$ cat src/shared/via_pkg.sv
// Constants and carrier types shared by the vectored interrupt arbiter.
package via_pkg;
    // Vector slots: slot 0 is the default entry, slot 15 the software trap.
    localparam int VIA_SLOTS = 16;
    localparam int VIA_SLOT_W = 4;
    localparam int VIA_AW = 15;
    localparam int VIA_TRAP_SLOT = 15;
    // Slots that carry a maskable source; reserved slots stay unimplemented.
    localparam logic [15:0] VIA_MASKABLE = 16'h3fe2;
    localparam logic [7:0] VIA_TABLE_BASE = 8'he0;
    localparam logic [7:0] VIA_TRAP_OFFSET = 8'hfe;
    localparam logic [7:0] VIA_PAGE_LAST = 8'hff;
    localparam logic [14:0] VIA_ENTRY_ADDR = 15'h00ff;
    localparam int VIA_ACK_CYCLES = 7;

    // Register offsets on the plain register port.
    localparam logic [3:0] VIA_REG_STATUS = 4'h0;
    localparam logic [3:0] VIA_REG_EN_LO = 4'h1;
    localparam logic [3:0] VIA_REG_EN_HI = 4'h2;
    localparam logic [3:0] VIA_REG_PND_LO = 4'h3;
    localparam logic [3:0] VIA_REG_PND_HI = 4'h4;

    // Status register fields.
    localparam int VIA_ST_GIE = 0;
    localparam int VIA_ST_NMI_SVC = 1;
    localparam int VIA_ST_TRAP_PND = 2;
    localparam int VIA_ST_BUSY = 3;

    localparam logic [7:0] VIA_RESET_BYTE = 8'h00;
    localparam logic [15:0] VIA_RESET_WORD = 16'h0000;

    typedef enum {VIA_IDLE, VIA_ACK, VIA_VIS_HI, VIA_VIS_LO, VIA_VIS_JMP} via_state_t;

    // Requests from the instruction sequencer.
    typedef struct packed {
        logic instr_start;
        logic skip;
        logic [14:0] instr_addr;
        logic vis_exec;
        logic return_from_irq_exec;
        logic clear_nonmaskable_pending_exec;
        logic trap_exec;
    } via_seq_req_t;

    // Answers to the instruction sequencer and program memory.
    typedef struct packed {
        logic busy;
        logic push_req;
        logic [14:0] push_addr;
        logic pop_req;
        logic pc_load;
        logic [14:0] pc_value;
        logic mem_rd;
        logic [14:0] mem_addr;
    } via_seq_rsp_t;
endpackage

$ cat src/design/via_arbiter.sv
// Interrupt pending, arbitration, acknowledge and vector-select logic.
// Notes on behaviour
// - Each non-trap source has enable and pending.
// - Source event sets its pending flag.
// - Maskable trigger needs pending, enable, global enable, boundary.
// - Trap service holds off maskable interrupts.
// - Highest rank wins, others stay pending.
// - Reset clears pending, enables, global enable.
// - Already-pending source fires once enabled.
// - Acknowledge only at next executed instruction.
// - Ack clears global enable, pushes address, jumps 00FF.
// - Acknowledge sequence lasts seven cycles.
// - Return sets global enable and pops address.
// - Pending interrupt serviced right after return.
// - Vector-select jumps through winner's table entry.
// - Table is 32 bytes atop page.
// - Vector-select at page end uses next page.
// - Vector is 15 bits, high byte first.
// - Slot offsets E0 lowest up to FE trap.
// - Trap ranks highest, default entry lowest.
// - Eleven sources with fixed rank and slot.
// - Even offset replaces low PC byte; at page end the page also steps.
// - No active source selects default E0 entry.
// - Trap pending cleared by clear instruction, reset.
`timescale 1ns/10ps
module via_arbiter
    import via_pkg::*;
#(
    parameter int ACK_CYCLES = VIA_ACK_CYCLES
)
(
    input wire logic clk,
    input wire logic reset,
    input wire logic [3:0] bus_addr,
    input wire logic [7:0] bus_wdata,
    input wire logic bus_wr,
    input wire logic bus_rd,
    output logic [7:0] bus_rdata,
    input wire logic [15:0] src_event,
    input wire via_seq_req_t seq_req,
    input wire logic [7:0] prog_rdata,
    output via_seq_rsp_t seq_rsp
);
    if (ACK_CYCLES < 3 || ACK_CYCLES > 15)
    begin : g_bad_ack
        $error("via_arbiter: ACK_CYCLES must lie between 3 and 15");
    end

    localparam int ACK_SPAN = ACK_CYCLES - 1;
    localparam logic [3:0] ACK_LAST = 4'(ACK_CYCLES - 2);

    logic [15:0] pnd_reg;
    logic [15:0] pnd_next;
    logic [15:0] en_reg;
    logic [15:0] en_next;
    logic global_irq_enable_reg;
    logic global_irq_enable_next;
    logic nmi_svc_reg;
    logic nmi_svc_next;
    via_state_t state_reg;
    via_state_t state_next;
    logic [3:0] cnt_reg;
    logic [3:0] cnt_next;
    logic [6:0] vec_hi_reg;
    logic [6:0] vec_hi_next;
    via_seq_rsp_t rsp_reg;
    via_seq_rsp_t rsp_next;
    logic [7:0] rdata_reg;
    logic [7:0] rdata_next;

    // Register port decode.
    wire wr_status = bus_wr && (bus_addr == VIA_REG_STATUS);
    wire wr_en_lo = bus_wr && (bus_addr == VIA_REG_EN_LO);
    wire wr_en_hi = bus_wr && (bus_addr == VIA_REG_EN_HI);
    wire wr_pnd_lo = bus_wr && (bus_addr == VIA_REG_PND_LO);
    wire wr_pnd_hi = bus_wr && (bus_addr == VIA_REG_PND_HI);

    wire [15:0] active = pnd_reg & en_reg & VIA_MASKABLE;
    wire trap_pnd = pnd_reg[VIA_TRAP_SLOT];
    wire [15:0] ev_m = src_event & VIA_MASKABLE;

    wire maskable_req = (|active) && global_irq_enable_reg && !nmi_svc_reg;
    wire trap_req = trap_pnd && !nmi_svc_reg;
    wire idle = (state_reg == VIA_IDLE) && !rsp_reg.busy;
    wire take = seq_req.instr_start && !seq_req.skip && idle && (maskable_req || trap_req);
    wire vis_go = seq_req.vis_exec && idle && !take;
    wire return_from_irq_go = seq_req.return_from_irq_exec && idle && !take;

    wire [15:0] vis_active = active | {trap_pnd, 15'h0000};
    wire [3:0] win_slot;
    wire win_any;

    via_prio_enc #(
        .N(VIA_SLOTS),
        .SW(VIA_SLOT_W)
    ) u_enc (
        .active(vis_active),
        .slot(win_slot),
        .any(win_any)
    );

    wire [7:0] vis_offset = VIA_TABLE_BASE + {3'b000, win_slot, 1'b0};
    wire page_end = (seq_req.instr_addr[7:0] == VIA_PAGE_LAST);
    wire [6:0] vis_page = page_end ? 7'(seq_req.instr_addr[14:8] + 7'h01) : seq_req.instr_addr[14:8];
    wire [14:0] table_addr = {vis_page, vis_offset};

    wire [15:0] pnd_written = {wr_pnd_hi ? bus_wdata : pnd_reg[15:8], wr_pnd_lo ? bus_wdata : pnd_reg[7:0]};
    wire [15:0] pnd_mask_next = (pnd_written | ev_m) & VIA_MASKABLE;
    wire trap_next = seq_req.trap_exec || (trap_pnd && !seq_req.clear_nonmaskable_pending_exec);
    assign pnd_next = pnd_mask_next | {trap_next, 15'h0000};

    wire [15:0] en_written = {wr_en_hi ? bus_wdata : en_reg[15:8], wr_en_lo ? bus_wdata : en_reg[7:0]};
    assign en_next = en_written & VIA_MASKABLE;

    assign global_irq_enable_next = take ? 1'b0 :
                                    return_from_irq_go ? 1'b1 :
                                    wr_status ? bus_wdata[VIA_ST_GIE] :
                                    global_irq_enable_reg;

    assign nmi_svc_next = (take && trap_req) ? 1'b1 :
                          return_from_irq_go ? 1'b0 :
                          nmi_svc_reg;

    // Read mux; data stands only in the cycle after the read strobe.
    wire [7:0] status_byte = {4'h0, rsp_reg.busy, trap_pnd, nmi_svc_reg, global_irq_enable_reg};
    wire [7:0] rd_sel = (bus_addr == VIA_REG_STATUS) ? status_byte :
                        (bus_addr == VIA_REG_EN_LO) ? en_reg[7:0] :
                        (bus_addr == VIA_REG_EN_HI) ? en_reg[15:8] :
                        (bus_addr == VIA_REG_PND_LO) ? pnd_reg[7:0] :
                        (bus_addr == VIA_REG_PND_HI) ? pnd_reg[15:8] :
                        VIA_RESET_BYTE;
    assign rdata_next = bus_rd ? rd_sel : VIA_RESET_BYTE;

    // Sequencing of acknowledge and vector-select.
    always_comb
    begin
        state_next = state_reg;
        cnt_next = cnt_reg;
        vec_hi_next = vec_hi_reg;
        rsp_next = rsp_reg;
        rsp_next.busy = 1'b0;
        rsp_next.push_req = 1'b0;
        rsp_next.pop_req = 1'b0;
        rsp_next.pc_load = 1'b0;
        rsp_next.mem_rd = 1'b0;
        case (state_reg)
            VIA_IDLE:
            begin
                if (take)
                begin
                    state_next = VIA_ACK;
                    cnt_next = 4'h0;
                    rsp_next.busy = 1'b1;
                    rsp_next.push_req = 1'b1;
                    rsp_next.push_addr = seq_req.instr_addr;
                end
                else if (vis_go)
                begin
                    state_next = VIA_VIS_HI;
                    rsp_next.busy = 1'b1;
                    rsp_next.mem_rd = 1'b1;
                    rsp_next.mem_addr = table_addr;
                end
                else if (return_from_irq_go)
                begin
                    rsp_next.pop_req = 1'b1;
                end
            end
            VIA_ACK:
            begin
                rsp_next.busy = 1'b1;
                cnt_next = 4'(cnt_reg + 4'h1);
                if (cnt_reg == ACK_LAST)
                begin
                    rsp_next.pc_load = 1'b1;
                    rsp_next.pc_value = VIA_ENTRY_ADDR;
                    state_next = VIA_IDLE;
                end
            end
            VIA_VIS_HI:
            begin
                rsp_next.busy = 1'b1;
                rsp_next.mem_rd = 1'b1;
                rsp_next.mem_addr = 15'(rsp_reg.mem_addr + 15'h0001);
                state_next = VIA_VIS_LO;
            end
            VIA_VIS_LO:
            begin
                rsp_next.busy = 1'b1;
                vec_hi_next = prog_rdata[6:0];
                state_next = VIA_VIS_JMP;
            end
            VIA_VIS_JMP:
            begin
                rsp_next.busy = 1'b1;
                rsp_next.pc_load = 1'b1;
                rsp_next.pc_value = {vec_hi_reg, prog_rdata};
                state_next = VIA_IDLE;
            end
            default:
            begin
                state_next = VIA_IDLE;
            end
        endcase
    end

    always_ff @(posedge clk)
    begin
        if (reset)
        begin
            pnd_reg <= VIA_RESET_WORD;
            en_reg <= VIA_RESET_WORD;
            global_irq_enable_reg <= 1'b0;
            nmi_svc_reg <= 1'b0;
            state_reg <= VIA_IDLE;
            cnt_reg <= 4'h0;
            vec_hi_reg <= 7'h00;
            rsp_reg <= '0;
            rdata_reg <= VIA_RESET_BYTE;
        end
        else
        begin
            pnd_reg <= pnd_next;
            en_reg <= en_next;
            global_irq_enable_reg <= global_irq_enable_next;
            nmi_svc_reg <= nmi_svc_next;
            state_reg <= state_next;
            cnt_reg <= cnt_next;
            vec_hi_reg <= vec_hi_next;
            rsp_reg <= rsp_next;
            rdata_reg <= rdata_next;
        end
    end

    assign bus_rdata = rdata_reg;
    assign seq_rsp = rsp_reg;
endmodule // via_arbiter

$ cat src/design/via_prio_enc.sv
// Fixed-rank priority encoder: the highest active slot index wins.
`timescale 1ns/10ps
module via_prio_enc
    import via_pkg::*;
#(
    parameter int N = VIA_SLOTS,
    parameter int SW = VIA_SLOT_W
)
(
    input wire logic [N-1:0] active,
    output logic [SW-1:0] slot,
    output logic any
);
    if (N < 2 || N > (1 << SW))
    begin : g_bad_size
        $error("via_prio_enc: N does not fit the slot width");
    end

    // Later iterations overwrite earlier ones, so the top index ranks first.
    always_comb
    begin
        slot = '0;
        any = 1'b0;
        for (int i = 0; i < N; i++)
        begin
            if (active[i])
            begin
                slot = SW'(i);
                any = 1'b1;
            end
        end
    end
endmodule // via_prio_enc

$ cat config.mk
export PLATFORM = sky130hd
export DESIGN_NAME = via_arbiter
export DESIGN_NICKNAME = d
export VERILOG_FILES = /design/src/shared/via_pkg.sv /design/src/design/via_arbiter.sv /design/src/design/via_prio_enc.sv
export SDC_FILE = /design/constraint.sdc
export NUM_CORES = 1
export LEC_CHECK = 0
export ABC_AREA = 1
export BUFFER_PORTS_ARGS = -buffer_cell sky130_fd_sc_hd__buf_2
export CAP_MARGIN = 20
export CORE_MARGIN = 1
export CORE_UTILIZATION = 48
export DETAILED_ROUTE_END_ITERATION = 8
export GPL_TIMING_DRIVEN = 0
export HOLD_SLACK_MARGIN = 0.05
export PLACE_DENSITY = 0.74
export SLEW_MARGIN = 40
export SYNTH_ARGS = -nofsm -noshare
export SYNTH_HDL_FRONTEND = slang
export SYNTH_HIERARCHICAL = 1
export SYNTH_SLANG_ARGS = --single-unit
$ cat constraint.sdc
create_clock -name clk -period 1.3 [get_ports clk]
set_input_delay 0.26 -clock clk [delete_from_list [all_inputs] [get_ports clk]]
set_output_delay 0.26 -clock clk [all_outputs]
set_load 0.1 [all_outputs]
# --- Yosys cells after proc, flatten, opt, wreduce, memory -nomap -nowiden ---
# Index checks and enable logic that the tools add are counted.
classes:
  n_shift: 0
  n_eq_ne: 15
  magnitude_cmp: 0
  add_sub_neg: 4
  bitwise_logic: 6
  multipliers: 0
  n_reduce_logical: 45
  div_mod_pow: 0
  n_mux: 43
ops:
  columns: ["cell", "count"]
  rows:
  - ["32-bit one-hot mux with 4 select lines", 1]
  - ["32-bit 2-to-1 mux", 3]
  - ["32-bit by 2-bit == test with 1-bit output (second input constant)", 2]
  - ["32-bit logical NOT", 2]
  - ["16-bit 2-to-1 mux", 4]
  - ["16-bit one-hot mux with 2 select lines", 2]
  - ["4-bit 2-to-1 mux", 10]
  - ["8-bit 2-to-1 mux", 5]
  - ["32-bit by 1-bit == test with 1-bit output (second input constant)", 1]
  - ["32-bit by 3-bit == test with 1-bit output (second input constant)", 1]
  - ["14-bit by 16-bit OR with 16-bit output", 2]
  - ["1-bit logical AND", 18]
  - ["15-bit by 1-bit adder with 15-bit output (second input constant)", 1]
  - ["14-bit bitwise AND", 1]
  - ["14-bit OR", 1]
  - ["3-bit 2-to-1 mux", 4]
  - ["2-bit nonzero test", 5]
  - ["10-bit OR reduction", 1]
  - ["4-bit by 2-bit == test with 1-bit output (second input constant)", 2]
  - ["4-bit by 3-bit == test with 1-bit output (second input constant)", 2]
  - ["8-bit == test (second input constant)", 1]
  - ["1-bit 2-to-1 mux", 8]
  - ["2-bit != test (second input constant)", 4]
  - ["4-bit one-hot mux with 2 select lines", 1]
  - ["other kinds (18)", 31]
totals:
  n_memories: 0
  word_cells: 131
  ram_bits: 0
  input_bits: 61
  latchBits: 0
  register_bits: 129
  romBits: 0

# --- Depth between registers and ports, before layout ---
logic_depth:
  word_depth: 21
  mapped_depth: 20

# --- Cells and area by module ---
# The synthesis kept the hierarchy.
by_module_without_submodules:
  columns: ["mod", "area_each_um2", "n_inst", "seq_area_each_um2", "cells_each"]
  rows:
  - ["via_arbiter", 4509.3, 1, 1901.8, 673]
  - ["via_prio_enc", 205.2, 1, 0.0, 48]

# --- Worst setup path after synthesis ---
# Ideal clock, no wire load.
synth_path:
  path_kind: "flip-flop to flip-flop"
  from: "register rsp_reg (netlist bit seq_rsp[1])"
  to: "register rsp_reg (netlist bit seq_rsp[10])"
  path_slack_ns: -0.949
  t_arrival_ns: 2.141
  path_buffers: 0
  required_time_ns: 1.191
  stages_incl_launch_ff: 11
  path_cell_list: "dfxtp_1 -> ha_1 -> nand3_1 -> nor2_1 -> nand3_1 -> nor2_1 -> nor2_1 -> nor2_1 -> nand2_1 -> nand2_1 -> inv_1"
synth_via:
  elab_chain_cells: 2
synth_lines:
  columns: ["element", "line", "source"]
  rows:
  - ["start: declaration", "via_arbiter.sv:66", "via_seq_rsp_t rsp_reg;"]
  - ["start signal: assignment", "via_arbiter.sv:230", "rsp_reg <= rsp_next;"]
  - ["15-bit by 1-bit adder with 15-bit output", "via_arbiter.sv:184", "rsp_next.mem_addr = 15'(rsp_reg.mem_addr + 15'h0001);"]
  - ["16-bit one-hot mux with 2 select lines", "via_arbiter.sv:146", "case (state_reg)"]
# Every way passes these cells.
# A chain may end at the register's enable or synchronous reset.

# --- Final worst setup path ---
layout_path:
  from: "register state_reg[1]"
  to: "register rsp_reg (netlist bit seq_rsp[36])"
layout_via:
  elab_chain_cells: 5
  word_cells_on_any_way: 6
  classes_between: "reduce/logical: 6"
layout_lines:
  columns: ["element", "line", "source"]
  rows:
  - ["start: declaration", "via_arbiter.sv:60", "via_state_t state_reg;"]
  - ["start signal: assignment", "via_arbiter.sv:227", "state_reg <= state_next;"]
  - ["32-bit logical NOT", "via_arbiter.sv:84", "wire idle = (state_reg == VIA_IDLE) && !rsp_reg.busy;"]
  - ["1-bit logical AND", "via_arbiter.sv:84", null]
  - ["1-bit logical AND (2 in series)", "via_arbiter.sv:85", "wire take = seq_req.instr_start && !seq_req.skip && idle && (maskable_req || trap_req);"]
  - ["2-bit AND reduction (no source line) *", null, null]
# Mark *: on every way between the ends. The rest lies on a longest branch, timed or not.

==> results.sh <==
export IMPL_irDropWorstVdd_mv=1.089
export IMPL_critPathKind="reg -> reg"
export IMPL_place_ws_ps=-717.7
export IMPL_fmax_mhz=628.1
export IMPL_syn_inst=718
export IMPL_utilization=0.7595
export IMPL_antenna_cells=0
export IMPL_num_rows=35
export IMPL_fillers=713
export IMPL_numPortBuffers=110
export IMPL_end_kind="flip-flop"
export IMPL_gp_congestion=0.9058
export IMPL_drc=0
export IMPL_grt_overflow=0
export IMPL_largest_reg_flops=50
export IMPL_rsz0062_at_grt="true"
export IMPL_cts_tree="built"
export IMPL_dp_hpwl_microns=9722
export IMPL_grt_max_degree=18
export IMPL_ctsHoldBuffers=0
export IMPL_ant_nets=0
export IMPL_io_pins=119
export IMPL_min_path_type="in -> reg"
export IMPL_multiInputGateArea_sq_mm=0.002804
export IMPL_cts_made_buffers=9
export IMPL_area_growth_pct=51.42
export IMPL_synth_area_sq_mm=0.004701
export IMPL_setup_ws_ps=-292.1
export IMPL_finalCriticalPeriod_ps=1592
export IMPL_critPathLaunchType="flip-flop"
export IMPL_setup_viol=58
export IMPL_routed_wl_microns=15850
export IMPL_cap_violations=0
export IMPL_yosys_warnings=6
export IMPL_avgSynthCellArea_sq_um=6.547
export IMPL_drive_gt1_frac=0.3922
export IMPL_seq_area_sq_mm=0.001989
export IMPL_clock_root_buffer="clkbuf_8"
export IMPL_r2r_end="seq_rsp[36]$_SDFFE_PP0P_"
export IMPL_finalNetCount=960
export IMPL_fp_dieW_microns=101.0
export IMPL_regToRegStartpoint="state_reg[1]$_SDFFE_PP0P_"
export IMPL_initial_core_util=0.5016
export IMPL_dr_pass1_iters=5
export IMPL_timing_clock_skew_ps=8.530
export IMPL_hold_violations=0
export IMPL_cts_path_max_buffers=2
export IMPL_die_h_microns=101.0
export IMPL_path_max_fanout=7
export IMPL_min_delay_start="seq_req[0]"
export IMPL_power_density_mw_per_mm2=1366
export IMPL_vias=5519
export IMPL_violations="negative setup slack"
export IMPL_grt_usage=0.2839
export IMPL_p_leak_uw=0.003385
export IMPL_cp_data_required_time_ps=1580
export IMPL_worst_pin_slew_ps=794.8
export IMPL_core_area_sq_mm=0.009371
export IMPL_antenna_found_initial=0
export IMPL_relSlewSlack=0.4701
export IMPL_drtIter0Drc=351
export IMPL_status="finished, violations left"
export IMPL_grt_pass1_vias=5007
export IMPL_vias_per_cell=5.363
export IMPL_maxSlewViolCount=0
export IMPL_grt_pass1_wl_microns=22710
export IMPL_wl_per_cell_microns=15.40
export IMPL_insertion_delay_ps=380
export IMPL_cts_sinks=95
export IMPL_r2r_cells=9
export IMPL_regToRegSetupSlack_ps=-290
export IMPL_clkTransAtPathRegs_ps=100
export IMPL_h_tree_depth=3
export IMPL_fin_crit_sh=1.225
export IMPL_worstHoldPathCells=3
export IMPL_whs_endpoint="pnd_reg[15]$_SDFF_PP0_"
export IMPL_worstPathArrival_ps=1870
export IMPL_die_area_sq_mm=0.01019
==> power breakdown <==
part | internal, uW | total (uW) | switching (uW)
registers | 3270 | 3630 | 359
clock network | 726 | 1910 | 1190
logic | 1320 | 4180 | 2860
total | 5320 | 9720 | 4410
==> per-layer routing <==
| layer | track usage | vias up | share of wire |
|---|---|---|---|
| li1 | - | 2629 | - |
| met1 | 0.3466 | 2540 | 0.39 |
| met2 | 0.4895 | 295 | 0.50 |
| met3 | 0.04993 | 55 | 0.077 |
| met4 | 0.1249 | 0 | 0.031 |
| met5 | 0 | - | 0 |
==> how the worst max path moves through the flow <==
stage / start / endpoint / slack, ps / depth (start not counted)
6_report: state_reg[1]$_SDFFE_PP0P_ / seq_rsp[36]$_SDFFE_PP0P_ / -290 / 9
5_1_grt: state_reg[0]$_SDFFE_PP0P_ / seq_rsp[14]$_SDFFE_PP0P_ / -370 / 9
4_1_cts: pnd_reg[6]$_SDFF_PP0_ / seq_rsp[13]$_SDFFE_PP0P_ / -210 / 11
3_5_place_dp: reset / vec_hi_reg[6]$_SDFFE_PP0P_ / -720 / 6
3_3_place_gp: reset / vec_hi_reg[0]$_SDFFE_PP0P_ / -670 / 6
2_1_floorplan: seq_rsp[1]$_SDFFE_PP0P_ / seq_rsp[10]$_SDFFE_PP0P_ / -210 / 10
==> worst max-delay path: stages (launching register included) <==
cell and delay (ps):
dfxtp_4 380, nor2_4 120, nand3_4 130, nor3_4 220, nand2_4 130, nand2_8 140, clkinv_8 90, clkbuf_16 170
nand3_2 50, nand2_1 50
==> metrics by stage <==
step / instance area (sq um) / power [uW] / TNS (ps) / hold slack [ps] / std cells
after global placement: 5707 / 6784 / -28010 / 441.7 / 964
after global routing: 7118 / 10130 / -16780 / 87.42 / 1029
after CTS: 6649 / 9316 / -6400 / 83.66 / 1013
final: 7118 / 9723 / -12950 / 86.00 / 1029
after floorplan: 4995 / 6196 / -4556 / 363.1 / 725
after detailed placement: 5707 / 6847 / -29880 / 453.7 / 964
==> cells in the final DEF (no fill, tap or decap), types with 14 or more instances in the layout <==
cell type and count:
nand2_1 170, inv_1 96, nor2_1 62, dfxtp_1 61, buf_2 56, buf_6 51, buf_4 50, a21oi_1 42
o21ai_0 38, nand2_2 33, nand3_2 25, nand3_1 25, dfxtp_4 18, a21oi_2 16, dfxtp_2 16, nand4_1 14
==> timing repair <==
| item | 4_1_cts | 5_1_grt |
|---|---|---|
| setup buffers | 29 | 15 |
| gates resized for setup | 166 | 98 |
| pin swaps | 24 | 25 |
| endpoints found under the setup margin | 125 | 98 |
| gates cloned | 4 | 1 |
==> layout make-up <==
type,instances,area share
multi-input cells,497,0.3939
flip-flops and latches,95,0.2795
repair buffers,159,0.1907
inverters,114,0.06715
well taps,129,0.02268
plain buffers,19,0.02109
clock buffers,9,0.01740
clock inverters,7,0.007558
Power figures use the tool's default switching activity.
